[config.mk]
export PLATFORM = sky130hd
export DESIGN_NAME = hmaf_filter
export DESIGN_NICKNAME = d
export VERILOG_FILES = /design/src/rtl/hmaf_filter.v /design/src/rtl/hmaf_buf2.v
export VERILOG_INCLUDE_DIRS = /design/src /design/src/shared
export SDC_FILE = /design/constraint.sdc
export NUM_CORES = 1
export LEC_CHECK = 0
export ABC_AREA = 1
export BUFFER_PORTS_ARGS = -buffer_cell sky130_fd_sc_hd__clkbuf_2
export CORE_MARGIN = 1
export CORE_UTILIZATION = 51
export DETAILED_ROUTE_END_ITERATION = 8
export PLACE_DENSITY = 0.87
export REMOVE_ABC_BUFFERS = 1
export SYNTH_ARGS = -nofsm -noshare
export SYNTH_HDL_FRONTEND = slang
export SYNTH_SLANG_ARGS = --single-unit
[constraint.sdc]
create_clock -name I_MCLK -period 2.45 [get_ports I_MCLK]
set_input_delay 0.49 -clock I_MCLK [delete_from_list [all_inputs] [get_ports I_MCLK]]
set_output_delay 0.49 -clock I_MCLK [all_outputs]
set_load 0.02 [all_outputs]
[src/shared/hmaf_map.vh]
// Constants for the HDLC mode and address filter block.
`ifndef HMAF_MAP_VH
`define HMAF_MAP_VH
// Mode select codes, high bit then low bit.
`define HMAF_MODE_AUTO 2'h0
`define HMAF_MODE_NONAUTO 2'h1
`define HMAF_MODE_TRANSP 2'h2
`define HMAF_MODE_EXTTR 2'h3
// Fixed group values for the high address byte.
`define HMAF_GROUP_HI_A 8'hFE
`define HMAF_GROUP_HI_B 8'hFC
// Compare mask with and without the command/response bit.
`define HMAF_CMP_ALL 8'hFF
`define HMAF_CMP_NO_CR 8'hFD
// Position of the command/response bit in the high address byte.
`define HMAF_CR_BIT 1
// Reset value of the captured bytes.
`define HMAF_BYTE_RST 8'h00
// Transmit sequencer states.
`define HMAF_TX_IDLE 3'h0
`define HMAF_TX_ADDR_HI 3'h1
`define HMAF_TX_ADDR_LO 3'h2
`define HMAF_TX_CTRL 3'h3
`define HMAF_TX_DATA 3'h4
`endif

[src/rtl/hmaf_filter.v]
// HDLC mode handling, receive address filter and transmit frame builder.
`timescale 1ns/100ps
`default_nettype none
`include "hmaf_map.vh"
module hmaf_filter
#(
  parameter W = 8
)
(
  // Clock and reset.
  input wire I_MCLK,
  input wire I_RSTN,
  // Mode and configuration bits.
  input wire I_MODE_SELECT_HI,
  input wire I_MODE_SELECT_LO,
  input wire I_ADDRESS_MODE_BIT,
  input wire I_CR_BIT_INTERPRET,
  input wire I_STORE_RX_CRC,
  input wire I_STORE_RX_ADDRESS,
  input wire I_EXTERNAL_TX_CHECKSUM,
  // Address compare values and don't-care masks.
  input wire [W-1:0] I_HIGH_ADDR_COMPARE_A,
  input wire [W-1:0] I_HIGH_ADDR_COMPARE_B,
  input wire [W-1:0] I_LOW_ADDR_COMPARE_A,
  input wire [W-1:0] I_LOW_ADDR_COMPARE_B,
  input wire [W-1:0] I_HIGH_ADDR_MASK,
  input wire [W-1:0] I_LOW_ADDR_MASK,
  // Received bytes from the deframer.
  input wire I_RX_VALID,
  input wire [W-1:0] I_RX_DATA,
  input wire I_RX_SOF,
  input wire I_RX_EOF,
  input wire I_RX_IS_CRC,
  input wire [W-1:0] I_RX_FRAME_STATUS,
  output wire O_RX_READY,
  // Receive FIFO write side.
  output wire O_RECEIVE_FIFO_VALID,
  output wire [W-1:0] O_RECEIVE_FIFO_DATA,
  input wire I_RECEIVE_FIFO_READY,
  // Receive side registers and frame flags.
  output wire [W-1:0] O_RECEIVED_CONTROL_BYTE,
  output wire [W-1:0] O_RECEIVE_STATUS_BYTE,
  output wire [W-1:0] O_LOW_ADDR_CAPTURE,
  output wire O_RX_AUTO_PROCESS,
  output wire O_RX_RESPONSE,
  // Line framing controls.
  output wire O_FRAMING_ON,
  output wire O_TX_CRC_GEN,
  // Transmit commands and generated header fields.
  input wire I_SEND_INFO_FRAME_CMD,
  input wire I_SEND_TRANSPARENT_FRAME_CMD,
  input wire [W-1:0] I_TX_ADDR_HI,
  input wire [W-1:0] I_TX_ADDR_LO,
  input wire [W-1:0] I_TX_CONTROL,
  output wire O_CMD_REJECT,
  output wire O_TX_BUSY,
  // Transmit FIFO read side.
  input wire I_TRANSMIT_FIFO_VALID,
  input wire [W-1:0] I_TRANSMIT_FIFO_DATA,
  input wire I_TRANSMIT_FIFO_LAST,
  output wire O_TRANSMIT_FIFO_READY,
  // Transmit byte stream to the serialiser.
  output wire O_TX_VALID,
  output wire [W-1:0] O_TX_DATA,
  output wire O_TX_LAST,
  input wire I_TX_READY
);
  wire [1:0] mode; // Mode select pair.
  wire address_mode_bit; // Address mode bit.
  wire [W-1:0] b; // Byte under inspection.
  wire [W-1:0] hmask; // Active compare bits of the high byte.
  wire [W-1:0] lmask; // Active compare bits of the low byte.
  wire hi_a, hi_b, hi_grp; // High byte matches.
  wire lo_a, lo_b; // Low byte matches.
  wire accept; // A received byte is taken this cycle.
  wire [1:0] pos; // Byte position inside the frame.
  wire buf_ready;
  wire [1:0] buf_cnt;
  wire pend_push; // Pending byte goes into the buffer.
  reg [1:0] idx_r; // Saturating byte counter of the frame.
  reg drop_r; // Rest of the frame is discarded.
  reg hi_a_r, hi_b_r, hi_grp_r; // Stored high byte matches.
  reg [W-1:0] hi_byte_r; // Stored high address byte.
  reg [W-1:0] ctrl_r, stat_r, lowcap_r;
  reg auto_r, resp_r, rdy_r;
  reg pend_r; // A second byte waits for the buffer.
  reg [W-1:0] pend_d_r;
  // Combinational decisions on the accepted byte.
  reg push_byte;
  reg [W-1:0] push_d;
  reg set_pend;
  reg [W-1:0] set_pend_d;
  reg drop_nxt, cap_ctrl, cap_low, keep_hi, set_match;
  reg auto_nxt, resp_nxt;
  reg [1:0] lvl_nxt;
  reg pend_nxt;
  wire buf_push;
  wire [W-1:0] buf_d;

  assign mode = {I_MODE_SELECT_HI, I_MODE_SELECT_LO};
  assign address_mode_bit = I_ADDRESS_MODE_BIT;
  assign b = I_RX_DATA;
  // Any masked bits leave the comparison; the command/response bit leaves the high byte comparison when it is interpreted.
  assign hmask = ~I_HIGH_ADDR_MASK & (I_CR_BIT_INTERPRET ? `HMAF_CMP_NO_CR : `HMAF_CMP_ALL);
  assign lmask = ~I_LOW_ADDR_MASK;
  assign hi_a = ((b ^ I_HIGH_ADDR_COMPARE_A) & hmask) == {W{1'b0}};
  assign hi_b = ((b ^ I_HIGH_ADDR_COMPARE_B) & hmask) == {W{1'b0}};
  assign hi_grp = (((b ^ `HMAF_GROUP_HI_A) & hmask) == {W{1'b0}})
    || (((b ^ `HMAF_GROUP_HI_B) & hmask) == {W{1'b0}});
  assign lo_a = ((b ^ I_LOW_ADDR_COMPARE_A) & lmask) == {W{1'b0}};
  assign lo_b = ((b ^ I_LOW_ADDR_COMPARE_B) & lmask) == {W{1'b0}};
  assign accept = I_RX_VALID && rdy_r;
  assign pos = I_RX_SOF ? 2'h0 : idx_r;

  // Per-byte receive decision, by operating mode.
  always @*
  begin
    push_byte = 1'b0;
    push_d = b;
    set_pend = 1'b0;
    set_pend_d = b;
    drop_nxt = drop_r;
    cap_ctrl = 1'b0;
    cap_low = 1'b0;
    keep_hi = 1'b0;
    set_match = 1'b0;
    auto_nxt = auto_r;
    resp_nxt = resp_r;
    if (I_RX_SOF)
      drop_nxt = 1'b0;
    case (mode)
      `HMAF_MODE_AUTO, `HMAF_MODE_NONAUTO:
      begin
        if (address_mode_bit && pos == 2'h0)
        begin
          // High byte is held until the low byte decides the frame.
          keep_hi = 1'b1;
        end
        else if (address_mode_bit && pos == 2'h1)
        begin
          set_match = 1'b1;
          drop_nxt = !((hi_a_r || hi_b_r || hi_grp_r) && (lo_a || lo_b));
          auto_nxt = (mode == `HMAF_MODE_AUTO) && hi_a_r && lo_a;
          resp_nxt = I_CR_BIT_INTERPRET && hi_byte_r[`HMAF_CR_BIT];
          if (!drop_nxt && I_STORE_RX_ADDRESS)
          begin
            push_byte = 1'b1;
            push_d = hi_byte_r;
            set_pend = 1'b1;
          end
        end
        else if (!address_mode_bit && pos == 2'h0)
        begin
          drop_nxt = !(lo_a || lo_b);
          auto_nxt = (mode == `HMAF_MODE_AUTO) && !drop_nxt;
          resp_nxt = !lo_a && lo_b;
          push_byte = !drop_nxt && I_STORE_RX_ADDRESS;
        end
        else if (!drop_r)
        begin
          // Control byte, then information field; all valid frames alike.
          cap_ctrl = (pos == (address_mode_bit ? 2'h2 : 2'h1));
          push_byte = !I_RX_IS_CRC || I_STORE_RX_CRC;
        end
      end
      `HMAF_MODE_TRANSP:
      begin
        if (address_mode_bit && pos == 2'h0)
        begin
          drop_nxt = !(hi_a || hi_b || hi_grp);
          resp_nxt = I_CR_BIT_INTERPRET && b[`HMAF_CR_BIT];
          push_byte = !drop_nxt && I_STORE_RX_ADDRESS;
        end
        else if (!drop_nxt)
        begin
          // A start byte clears the discard state, so a dropped frame cannot eat it.
          // Transparent 1 captures bytes two and three, transparent 0 one and two.
          cap_low = address_mode_bit ? (pos == 2'h1) : (pos == 2'h0);
          cap_ctrl = address_mode_bit ? (pos == 2'h2) : (pos == 2'h1);
          push_byte = !I_RX_IS_CRC || I_STORE_RX_CRC;
        end
        auto_nxt = 1'b0;
      end
      `HMAF_MODE_EXTTR:
      begin
        // No framing: every byte is the current byte, stored in mode 1.
        cap_low = 1'b1;
        push_byte = address_mode_bit;
        drop_nxt = 1'b0;
        auto_nxt = 1'b0;
      end
      default:
      begin
        // Reserved codes discard everything.
        drop_nxt = 1'b1;
      end
    endcase
    // A frame end appends the status byte unless the frame was discarded.
    if (I_RX_EOF && mode != `HMAF_MODE_EXTTR && !drop_nxt)
    begin
      set_pend = 1'b1;
      set_pend_d = I_RX_FRAME_STATUS;
    end
  end

  assign pend_push = pend_r && buf_ready;
  assign buf_push = (accept && push_byte) || pend_push;
  assign buf_d = pend_r ? pend_d_r : push_d;

  // Fill level and pending slot after this cycle, for the ready flop.
  always @*
  begin
    lvl_nxt = buf_cnt;
    if (buf_push && !(O_RECEIVE_FIFO_VALID && I_RECEIVE_FIFO_READY))
      lvl_nxt = buf_cnt + 2'h1;
    else if (!buf_push && O_RECEIVE_FIFO_VALID && I_RECEIVE_FIFO_READY)
      lvl_nxt = buf_cnt - 2'h1;
    pend_nxt = (pend_r && !pend_push) || (accept && set_pend);
  end

  // Receive state, side registers and the pending byte.
  always @(posedge I_MCLK)
  begin
    if (!I_RSTN)
    begin
      idx_r <= 2'h0;
      drop_r <= 1'b1;
      hi_a_r <= 1'b0;
      hi_b_r <= 1'b0;
      hi_grp_r <= 1'b0;
      hi_byte_r <= `HMAF_BYTE_RST;
      ctrl_r <= `HMAF_BYTE_RST;
      stat_r <= `HMAF_BYTE_RST;
      lowcap_r <= `HMAF_BYTE_RST;
      auto_r <= 1'b0;
      resp_r <= 1'b0;
      rdy_r <= 1'b0;
      pend_r <= 1'b0;
      pend_d_r <= `HMAF_BYTE_RST;
    end
    else
    begin
      // Ready also drops after every framed end byte, kept or discarded alike.
      rdy_r <= !pend_nxt && (lvl_nxt != 2'h2)
        && !(accept && I_RX_EOF && (mode != `HMAF_MODE_EXTTR));
      pend_r <= pend_nxt;
      if (accept)
      begin
        idx_r <= (pos == 2'h3) ? 2'h3 : pos + 2'h1;
        drop_r <= drop_nxt;
        auto_r <= auto_nxt;
        resp_r <= resp_nxt;
        if (set_pend)
          pend_d_r <= set_pend_d;
        if (I_RX_EOF && set_pend)
          stat_r <= I_RX_FRAME_STATUS;
        if (cap_ctrl)
          ctrl_r <= b;
        if (cap_low)
          lowcap_r <= b;
        if (keep_hi)
        begin
          hi_byte_r <= b;
          hi_a_r <= hi_a;
          hi_b_r <= hi_b;
          hi_grp_r <= hi_grp;
        end
      end
    end
  end

  // Two-entry buffer in front of the receive FIFO.
  hmaf_buf2 #(.W(W)) u_rxbuf
  (
    .i_clk(I_MCLK),
    .i_rst_n(I_RSTN),
    .i_in_valid(buf_push),
    .i_in_data(buf_d),
    .o_in_ready(buf_ready),
    .o_out_valid(O_RECEIVE_FIFO_VALID),
    .o_out_data(O_RECEIVE_FIFO_DATA),
    .i_out_ready(I_RECEIVE_FIFO_READY),
    .o_count(buf_cnt)
  );

  assign O_RX_READY = rdy_r;
  assign O_RECEIVED_CONTROL_BYTE = ctrl_r;
  assign O_RECEIVE_STATUS_BYTE = stat_r;
  assign O_LOW_ADDR_CAPTURE = lowcap_r;
  assign O_RX_AUTO_PROCESS = auto_r;
  assign O_RX_RESPONSE = resp_r;

  // Transmit side.
  reg [2:0] tx_st_r; // Sequencer state.
  reg txv_r, txl_r, txf_rdy_r, rej_r, fr_on_r, crc_r, two_r;
  reg [W-1:0] txd_r;
  wire tx_free; // Output slot empty or leaving this cycle.
  wire txf_take;

  assign tx_free = !txv_r || I_TX_READY;
  assign txf_take = txf_rdy_r && I_TRANSMIT_FIFO_VALID;

  // Frame builder: generated header for info frames, FIFO bytes for both.
  always @(posedge I_MCLK)
  begin
    if (!I_RSTN)
    begin
      tx_st_r <= `HMAF_TX_IDLE;
      txv_r <= 1'b0;
      txl_r <= 1'b0;
      txd_r <= `HMAF_BYTE_RST;
      txf_rdy_r <= 1'b0;
      rej_r <= 1'b0;
      fr_on_r <= 1'b1;
      crc_r <= 1'b1;
      two_r <= 1'b0;
    end
    else
    begin
      fr_on_r <= (mode != `HMAF_MODE_EXTTR);
      rej_r <= 1'b0;
      if (txv_r && I_TX_READY)
        txv_r <= 1'b0;
      txf_rdy_r <= 1'b0;
      case (tx_st_r)
        `HMAF_TX_IDLE:
        begin
          // Checksum is generated only in framed modes without external CRC.
          crc_r <= !I_EXTERNAL_TX_CHECKSUM && (mode != `HMAF_MODE_EXTTR);
          two_r <= address_mode_bit;
          if (I_SEND_INFO_FRAME_CMD && mode == `HMAF_MODE_AUTO)
            tx_st_r <= `HMAF_TX_ADDR_HI;
          else if (I_SEND_INFO_FRAME_CMD)
            rej_r <= 1'b1;
          else if (I_SEND_TRANSPARENT_FRAME_CMD)
            tx_st_r <= `HMAF_TX_DATA;
        end
        `HMAF_TX_ADDR_HI, `HMAF_TX_ADDR_LO, `HMAF_TX_CTRL:
        begin
          if (tx_free)
          begin
            txv_r <= 1'b1;
            txl_r <= 1'b0;
            if (tx_st_r == `HMAF_TX_CTRL)
            begin
              txd_r <= I_TX_CONTROL;
              tx_st_r <= `HMAF_TX_DATA;
            end
            else if (tx_st_r == `HMAF_TX_ADDR_HI && two_r)
            begin
              txd_r <= I_TX_ADDR_HI;
              tx_st_r <= `HMAF_TX_ADDR_LO;
            end
            else
            begin
              txd_r <= I_TX_ADDR_LO;
              tx_st_r <= `HMAF_TX_CTRL;
            end
          end
        end
        `HMAF_TX_DATA:
        begin
          // FIFO length is taken as given; the last byte closes the frame.
          if (txf_take)
          begin
            txv_r <= 1'b1;
            txd_r <= I_TRANSMIT_FIFO_DATA;
            txl_r <= I_TRANSMIT_FIFO_LAST;
            if (I_TRANSMIT_FIFO_LAST)
              tx_st_r <= `HMAF_TX_IDLE;
          end
          else
            txf_rdy_r <= tx_free && !txf_rdy_r;
        end
        default:
        begin
          tx_st_r <= `HMAF_TX_IDLE;
        end
      endcase
    end
  end

  assign O_TX_VALID = txv_r;
  assign O_TX_DATA = txd_r;
  assign O_TX_LAST = txl_r;
  assign O_TRANSMIT_FIFO_READY = txf_rdy_r;
  assign O_CMD_REJECT = rej_r;
  assign O_TX_BUSY = (tx_st_r != `HMAF_TX_IDLE);
  assign O_FRAMING_ON = fr_on_r;
  assign O_TX_CRC_GEN = crc_r;
endmodule
`default_nettype wire

[src/rtl/hmaf_buf2.v]
// Two-entry buffer with valid and ready on both sides.
`timescale 1ns/100ps
`default_nettype none
module hmaf_buf2
#(
  parameter W = 8
)
(
  // Clock and reset.
  input wire i_clk,
  input wire i_rst_n,
  // Filling side.
  input wire i_in_valid,
  input wire [W-1:0] i_in_data,
  output wire o_in_ready,
  // Draining side.
  output wire o_out_valid,
  output wire [W-1:0] o_out_data,
  input wire i_out_ready,
  // Current number of held entries.
  output wire [1:0] o_count
);
  reg [W-1:0] head_r; // Oldest entry, presented at the output.
  reg [W-1:0] tail_r; // Second entry.
  reg [1:0] cnt_r; // Number of entries held.
  reg rdy_r; // Room for one more entry.
  reg val_r; // Head entry is valid.
  wire push;
  wire pop;
  reg [1:0] cnt_nxt;

  assign push = i_in_valid && rdy_r;
  assign pop = val_r && i_out_ready;
  assign o_in_ready = rdy_r;
  assign o_out_valid = val_r;
  assign o_out_data = head_r;
  assign o_count = cnt_r;

  // Next fill level from the push and pop of this cycle.
  always @*
  begin
    cnt_nxt = cnt_r;
    if (push && !pop)
      cnt_nxt = cnt_r + 2'h1;
    else if (pop && !push)
      cnt_nxt = cnt_r - 2'h1;
  end

  // Entry storage; the head shifts up on a pop.
  always @(posedge i_clk)
  begin
    if (!i_rst_n)
    begin
      head_r <= {W{1'b0}};
      tail_r <= {W{1'b0}};
      cnt_r <= 2'h0;
      rdy_r <= 1'b0;
      val_r <= 1'b0;
    end
    else
    begin
      cnt_r <= cnt_nxt;
      rdy_r <= (cnt_nxt != 2'h2);
      val_r <= (cnt_nxt != 2'h0);
      if (pop)
      begin
        // The head takes the tail or the new word when it was the last one.
        if (cnt_r == 2'h2)
          head_r <= tail_r;
        else
          head_r <= i_in_data;
        if (push)
          tail_r <= i_in_data;
      end
      else if (push)
      begin
        if (cnt_r == 2'h0)
          head_r <= i_in_data;
        else
          tail_r <= i_in_data;
      end
    end
  end
endmodule
`default_nettype wire

==> results of run 1 <==
## sequential cells by signal, indices dropped and copies added, names as in the netlist, 2 cells and up
register                 flops
hi_byte_r                    8
O_RECEIVED_CONTROL_BYTE      8
idx_r                        2
O_LOW_ADDR_CAPTURE           8
u_rxbuf.o_out_data           8
O_RECEIVE_STATUS_BYTE        8
tx_st_r                      3
u_rxbuf.o_count              2
pend_d_r                     8
u_rxbuf.tail_r               8
O_TX_DATA                    8
## final timing paths
kind	from	to	slack (ns)	cells after the start
max	idx_r[0]	pend_d_r[4]	0.34	11
min	I_EXTERNAL_TX_CHECKSUM	O_TX_CRC_GEN	0.31	2
max reg2reg	idx_r[0]	pend_d_r[4]	0.34	11
min reg2reg	pend_d_r[5]	pend_d_r[5]	0.45	2
## cell usage after synthesis, drive strengths merged
master   number
a21oi        90
nor2         96
nor4          3
o21a          8
or2           5
dfxtp        88
ha            2
clkbuf       15
o2111ai       1
clkinv        8
a211oi        4
a31oi         3
nand2       167
a22oi         1
nand3        53
inv          86
o211ai       14
o22ai         2
buf          15
nor3          2
o31ai         2
nand4         2
o21ai        86
## logic make-up after synthesis
group                      after synthesis  synth area share, %
DFF                                     88                 35.9
and+or+nand+nor                        328                 28.6
buffers and inverters                  124                 11.3
AOI/OAI and AO/OA                      211                 23.6
adders and majority gates                2                0.510
## cell type report
| class | count | area, um^2 | share of cell area [%] |
|---|---|---|---|
| Clock inverter | 6 | 50.0 | 0.829 |
| Sequential cell | 88 | 1760 | 29.2 |
| Tap cell | 129 | 161 | 2.67 |
| Multi-Input combinational cell | 541 | 2590 | 42.8 |
| Timing Repair Buffer | 185 | 976 | 16.2 |
| Inverter | 94 | 365 | 6.05 |
| Clock buffer | 10 | 138 | 2.28 |
## stage by stage
stage,hold WS [ns],power [mW],std cells
floorplan,0.423,2.74,723
global placement,0.435,3.25,1037
detailed placement,0.440,3.27,1037
CTS,0.311,4.23,1053
global route,0.333,4.50,1053
finish,0.313,4.22,1053
## power breakdown
part           internal [mW]  switching (mW)  leakage (nW)
registers               1.63           0.118         0.717
clock network          0.407           0.557        0.0895
logic                  0.522           0.980          2.34
total                   2.56            1.65          3.14
## layer usage
metal  global-route usage, %  up-vias  routed length, um
met5                       0        -                  0
met4                    9.14        0                265
met1                    34.3     2423               5720
met2                    49.5      221               6530
li1                        -     2794                  -
met3                    4.60       26               1030
## critical path, stage by stage, from the launching register on
cell,delay [ns]
dfxtp_1,0.33
o21ai_0,0.30
nand2_1,0.12
inv_1,0.15
nor2_1,0.07
nor2_1,0.13
nand2_2,0.09
nand3_4,0.08
nand2_2,0.07
nand2_1,0.37
o21ai_0,0.17
a21oi_1,0.15
==> results_dict.tcl, run 1 <==
set metrics [dict create \
    outcome "finished clean" \
    portBuffers 165 \
    die_y_um 100 \
    cts.clk_slew.worst_paths_ns 0.08 \
    wl_um 13500 \
    wire_per_inst_um 12.9 \
    hold_path_class "in2reg" \
    drc_errors 0 \
    post-place-ws_ns 0.0435 \
    netlist_area_um2 4900 \
    fin_nets 1036 \
    drive_gt1_share_pct 24.9 \
    vias 5464 \
    finalMaxSlewViolations 0 \
    place_area_um2 5850 \
    ys_warn_count 0 \
    dr.pass1.iters 5 \
    synthCells 753 \
    cts_tree "yes" \
    antenna_found_initial 0 \
    post-route-cell-area_um2 6040 \
    synth_top_area_share_pct 35.9 \
    htreeDepth 3 \
    routed_via_density 5.19 \
    critPathKind "reg2reg" \
    ir_worst_vdd_mv 0.315 \
    synth-seq-cells 88 \
    hold_violations 0 \
    synth_seq_area_share_pct 35.9 \
    layout_commonest_cell "clkbuf_2" \
    fin_crit_ns 2.11 \
    ant_nets 0 \
    hold_buffers 0 \
    numCtsBuffers 9 \
    initial_core_util_pct 52.8 \
    ios 166 \
    layout_setup_ws_ns 0.344 \
    root_buffer "clkbuf_8" \
    num_rows 35 \
    fin_util_pct 65.0 \
    worst_pin_slew_ns 0.621 \
    grt_usage_pct 27.9 \
    rsz0062_at_grt "no" \
    grt_pass1_vias 4984 \
    area_growth_pct 23.1 \
    syn_avg_cell_area_um2 6.51 \
    cp-start-kind "flop" \
    finClkSkew_ns 0.00934 \
    arrival_ns 2.39 \
    clkSinkCount 88 \
    cts-resized-gates 0 \
    cts_setup_buffers 0 \
    synth_area_leaders "dfxtp_1 (36%), nand2_1 (12%), a21oi_1 (9.0%)" \
    routabilityCongestion 0.902 \
    powerDensity_nw_per_um2 698 \
    grt_pass1_wl_um 22500 \
    end_kind "flop" \
    clockBufferDepth 2 \
    final_cell_mix "clkbuf_2 (165), nand2_1 (159), nor2_1 (92), dfxtp_1 (88), a21oi_1 (88)" \
    die-width_um 100 \
    die_area_um2 10000 \
    synth_cell_types 41 \
    period_share_pct 86.0 \
    setup_viol 0 \
    clk-insertion-delay-late_ns 0.36 \
    finalSetupTns_ns 0 \
    antenna_cells 0 \
    fillerInstances 867 \
    p_leak_nw 3.14 \
    cap_viol_max_count 0 \
    max-slew-margin-rel_pct 58.2 \
    first_iter_violations 272 \
    grt_start_max_net_pins 62 \
    worstPathMaxFanout 15 \
    required_ns 2.74 \
    fmax_mhz 475 \
    hpwl_um 10400 \
    coreArea_um2 9280 \
    grt-ovfl-total 0 \
    yosys.area.top_type "dfxtp_1" \
]
(Power assumes the default switching activity.)
==> run 2, diff against run 1 <==
CORE_UTILIZATION = 50   (was 51)
PLACE_DENSITY = 0.85   (was 0.87)
==> run 2 against run 1 <==
  * First-iteration DRC count increased by 16%
  * Sequential share of layout area up 0.12 points
  * Clock skew rose by 0.0068 ns
  * Final area fell by 0.39%
  * Flip-flop and latch count unchanged
  * Cell count decreased by 0.66%
  * Maximum frequency is 3.8% lower
  * Register-to-register slack better by 0.06 ns
  * Clock power increased by 9%
  * Global-route usage decreased by 1.1 points
  * Worst hold slack worse by 0.0021 ns
  * Critical path type is now in2reg
  * Largest power group unchanged
==> results_dict.tcl, run 2 (same netlist as run 1, synthesis figures left out) <==
set metrics [dict create \
    min-delay-start "I_EXTERNAL_TX_CHECKSUM" \
    grt-ovfl-total 0 \
    first_iter_violations 316 \
    clkPwrFrac_pct 24.6 \
    ant_nets 0 \
    wl_um 13600 \
    grt_start_max_net_pins 62 \
    htreeDepth 3 \
    die_y_um 101 \
    ir_worst_vdd_mv 0.289 \
    end_kind "flop" \
    whs_path_depth 2 \
    fin_util_pct 64.2 \
    outcome "finished clean" \
    reg2regPathDepth 14 \
    critPathKind "in2reg" \
    timing.rr.start "idx_r[0]" \
    die-width_um 101 \
    period_share_pct 89.4 \
    worst_path_largest_cell_delay_ns 0.27 \
    drive_gt1_share_pct 24.3 \
    required_ns 2.69 \
    fin_nets 1029 \
    setup_viol 0 \
    power_frac_comb_pct 34.8 \
    clockBufferDepth 2 \
    pwr-share-seq_pct 40.6 \
    area_growth_pct 22.7 \
    p_sw_mw 1.64 \
    worst_pin_slew_ns 0.619 \
    dr.pass1.iters 5 \
    fin_crit_ns 2.19 \
    antenna_found_initial 0 \
    hold_end "O_TX_CRC_GEN" \
    numCtsBuffers 9 \
    final_cell_mix "clkbuf_2 (165), nand2_1 (159), nor2_1 (92), dfxtp_1 (88), a21oi_1 (88)" \
    die_area_um2 10200 \
    clk-insertion-delay-late_ns 0.36 \
    hold_buffers 0 \
    cts-resized-gates 0 \
    routabilityCongestion 0.885 \
    coreArea_um2 9370 \
    clkSinkCount 88 \
    arrival_ns 2.43 \
    antenna_cells 0 \
    cts_tree "yes" \
    grt_usage_pct 26.8 \
    internal_power_mw 2.65 \
    num_rows 35 \
    path_cells "clkbuf_2 -> or2_0 -> nand3_1 -> nand2_1 -> nor2_1 -> nand2_1 -> nand3_1 -> nand2_1 -> nand2_2 -> nand3_4 -> nand2_2 -> nand2_1 -> o21ai_0 -> a21oi_1" \
    grt_pass1_vias 4699 \
    hpwl_um 10400 \
    layout_commonest_cell "clkbuf_2" \
    hold_violations 0 \
    fmax_mhz 457 \
    swShare_pct 38.2 \
    initial_core_util_pct 52.3 \
    drc_errors 0 \
    slowest_stage "nand2_1" \
    hold_path_class "in2reg" \
    rsz0062_at_grt "no" \
    finalSetupTns_ns 0 \
    finalMaxSlewViolations 0 \
    cts.clk_slew.worst_paths_ns 0.09 \
    grt_pass1_wl_um 21600 \
    routed_via_density 5.17 \
    cp-start-kind "primary input" \
    max-slew-margin-rel_pct 58.4 \
    r2r_end "u_rxbuf.o_out_data[1]" \
    vias 5405 \
    portBuffers 165 \
    p_leak_nw 3.13 \
    powerDensity_nw_per_um2 714 \
    ios 166 \
    fillerInstances 893 \
    finClkSkew_ns 0.0162 \
    root_buffer "clkbuf_8" \
    worstPathMaxFanout 15 \
    r2r_slack_ns 0.40 \
    crit_top_cell "nand2_1" \
    cap_viol_max_count 0 \
    wire_per_inst_um 13.0 \
    cts_setup_buffers 0 \
]
-- run 2: cell count changes in the layout (fill, tap and decap cells not counted), sizes merged --
cell,change
buf,-7
clkinvlp,-2
bufinv,+1
clkinv,+1
-- run 2: area by class of cell --
type	instances	area [um^2]	area share, %
Timing Repair Buffer	178	936	15.6
Multi-Input combinational cell	541	2590	43.0
Inverter	94	365	6.07
Clock inverter	6	66.3	1.10
Tap cell	129	161	2.68
Sequential cell	88	1760	29.3
Clock buffer	10	138	2.29
-- run 2: worst max-delay path: cells and delay by family --
| family | cells | cell delay [ns] |
|---|---|---|
| AND/OR/NAND/NOR | 11 | 1.44 |
| AO/OA/AOI/OAI | 2 | 0.31 |
| buffers and inverters | 1 | 0.17 |
-- run 2: power by group through the flow --
stage	sequential (mW)	clock (mW)	combinational, mW
after floorplan	1.92	0	0.820
after global placement	1.77	0	1.47
after detailed placement	1.78	0	1.49
after CTS	1.74	1.06	1.49
after global routing	1.77	1.12	1.69
final	1.75	1.05	1.49
-- run 2: worst max-delay path by stage --
stage	to	from	slack (ns)
after floorplan	pend_d_r[4]	I_RX_SOF	0.36
after global placement	pend_d_r[4]	I_RX_DATA[3]	0.06
after detailed placement	pend_d_r[4]	I_RX_DATA[1]	0.02
after CTS	pend_d_r[4]	I_RX_DATA[1]	0.29
after global routing	pend_d_r[4]	I_RX_DATA[1]	0.09
final	pend_d_r[4]	I_RX_DATA[1]	0.26
-- run 2: per-layer routing --
| layer | track usage [%] | share of wire, % | vias to the layer above |
|---|---|---|---|
| met5 | 0 | 0 | - |
| met4 | 9.70 | 1.7 | 0 |
| met3 | 4.02 | 8.1 | 23 |
| met2 | 48.0 | 48 | 228 |
| met1 | 32.4 | 42 | 2364 |
| li1 | - | - | 2790 |
-- run 2: through the flow --
stage          hold slack, ns  std cells  area, um^2  worst slack [ns]  total power, mW
5_1_grt                 0.331       1046        6010            0.0910             4.58
3_5_place_dp            0.440       1030        5810            0.0246             3.26
6_report                0.311       1046        6010             0.260             4.29
4_1_cts                 0.306       1046        6010             0.293             4.30
3_3_place_gp            0.436       1030        5810            0.0638             3.24
2_1_floorplan           0.423        723        4710             0.364             2.74
==> run 3, diff against run 2 <==
BUFFER_PORTS_ARGS = unset   (was -buffer_cell sky130_fd_sc_hd__clkbuf_2)
CELL_PAD_IN_SITES_DETAIL_PLACEMENT = 0   (was unset)
CELL_PAD_IN_SITES_GLOBAL_PLACEMENT = 1   (was unset)
CORE_UTILIZATION = 39   (was 50)
DONT_BUFFER_PORTS = 1   (was unset)
PLACE_DENSITY = 0.82   (was 0.85)
clock period = 2 ns   (was 2.45 ns; I/O delays follow)
==> run 3 against run 2 <==
  * Core utilization shrank 16 points
  * Wire length increased by 5.9%
  * Setup slack worse by 0.25 ns
  * Critical path depth decreased by 1
  * Global-route usage fell by 5.1 points
  * Sequential power grew 35%
  * Total power rose by 28%
  * Critical endpoint is now u_rxbuf.tail_r[0]
==> results_dict.tcl, run 3 (same netlist as run 1, synthesis figures left out) <==
set metrics [dict create \
    critPathKind "reg2reg" \
    hold_path_class "in2reg" \
    grt_pass1_wl_um 21900 \
    fin_util_pct 48.1 \
    portBuffers 0 \
    fin_crit_ns 1.99 \
    grt_usage_pct 21.7 \
    path_cells "nand2_4 -> nor2_4 -> nand2_2 -> inv_2 -> o31ai_4 -> nand2_2 -> nand3_2 -> a21oi_2 -> nand2_2 -> a21oi_4 -> buf_4 -> nand3_1 -> a21oi_1" \
    routabilityCongestion 0.853 \
    wl_um 14400 \
    worst_path_largest_cell_delay_ns 0.36 \
    wire_per_inst_um 15.0 \
    powerDensity_nw_per_um2 940 \
    clockBufferDepth 2 \
    worst_pin_slew_ns 0.669 \
    post-route-cell-area_um2 5820 \
    ios 166 \
    grt_start_max_net_pins 63 \
    coreArea_um2 12100 \
    area_growth_pct 18.8 \
    htreeDepth 3 \
    num_rows 40 \
    r2r_end "u_rxbuf.tail_r[0]" \
    min-delay-start "I_RSTN" \
    required_ns 2.27 \
    drive_gt1_share_pct 15.2 \
    worstPathMaxFanout 6 \
    cts.clk_slew.worst_paths_ns 0.06 \
    grt-ovfl-total 0 \
    first_iter_violations 377 \
    drc_errors 0 \
    numCtsBuffers 9 \
    arrival_ns 2.26 \
    setup_viol 0 \
    cap_viol_max_count 0 \
    die_y_um 114 \
    grt_pass1_vias 4537 \
    place_area_um2 5320 \
    final_cell_mix "nand2_1 (152), dfxtp_1 (86), nor2_1 (84), a21oi_1 (84), inv_1 (80)" \
    crit_top_cell "nand2_2" \
    timing.rr.start "idx_r[0]" \
    hold_violations 0 \
    hold_buffers 0 \
    fin_nets 903 \
    dr.pass1.iters 5 \
    r2r_slack_ns 0.01 \
    reg2regPathDepth 13 \
    outcome "finished clean" \
    clkSinkCount 88 \
    period_share_pct 99.3 \
    layout_commonest_cell "nand2_1" \
    die-width_um 114 \
    crit_buf_inv 2 \
    hold_end "O_FRAMING_ON" \
    ir_worst_vdd_mv 0.394 \
    initial_core_util_pct 40.5 \
    cp-start-kind "flop" \
    finalMaxSlewViolations 0 \
    slowest_stage "dfxtp_4" \
    clk-insertion-delay-late_ns 0.35 \
    rsz0062_at_grt "yes" \
    crit_family "compound AO/OA/AOI/OAI gates" \
    cts_tree "yes" \
    root_buffer "clkbuf_16" \
    vias 4997 \
    max-slew-margin-rel_pct 55.0 \
    whs_path_depth 1 \
    die_area_um2 13000 \
    hpwl_um 10700 \
    p_leak_nw 2.69 \
    end_kind "flop" \
    fmax_mhz 504 \
    antenna_cells 0 \
    antenna_found_initial 0 \
    ant_nets 0 \
    routed_via_density 5.22 \
    finClkSkew_ns 0.0131 \
]
[run 3: worst max-delay path by stage]
stage	startpoint	end	slack, ns	cells past startpoint
2_1_floorplan	I_RX_SOF	pend_d_r[4]	0.004	14
3_3_place_gp	I_RX_DATA[1]	u_rxbuf.o_out_data[7]	-0.14	15
3_5_place_dp	I_RX_DATA[1]	u_rxbuf.o_out_data[7]	-0.15	15
4_1_cts	idx_r[0]	u_rxbuf.o_out_data[6]	-0.02	14
5_1_grt	idx_r[0]	u_rxbuf.o_out_data[0]	-0.11	14
6_report	idx_r[0]	u_rxbuf.tail_r[0]	0.01	13
[run 3: report_power, final]
group / internal (mW) / leakage, nW / switching (mW) / total, mW
sequential: 2.00 / 0.718 / 0.358 / 2.36
combinational: 0.579 / 1.84 / 0.948 / 1.53
clock: 0.874 / 0.132 / 0.714 / 1.59
total: 3.46 / 2.69 / 2.02 / 5.48
[run 3: routing by layer]
metal	part of all wire [%]	track usage [%]
met4	1.3	6.67
met1	41	24.9
met2	48	38.1
met3	9.2	7.09
met5	0	0
[run 3: layout make-up]
cell class	instances	area (um^2)
timing repair buffer	51	472
multi-input combinational	542	2730
clock inverter	4	30.0
sequential	88	1770
fill	1271	6290
inverter	94	368
tap	168	210
clock buffer	11	243
[run 3: stage by stage]
step / hold slack [ns] / cells / worst slack, ns / setup TNS, ns / total power [mW]
CTS: 0.126 / 952 / -0.0168 / -0.0699 / 5.44
finish: 0.148 / 958 / 0.0140 / 0 / 5.48
detailed placement: 0.438 / 937 / -0.147 / -2.76 / 3.83
floorplan: 0.423 / 723 / 0.00381 / 0 / 3.36
global route: 0.131 / 958 / -0.113 / -1.74 / 5.82
global placement: 0.433 / 937 / -0.141 / -2.23 / 3.79
[run 3: what timing repair did]
action / in CTS / in global routing
pin swaps: 1 / 21
gates resized for setup: 1 / 48
setup endpoints to repair: 10 / 40
cloned: 0 / 3
setup buffers: 0 / 3
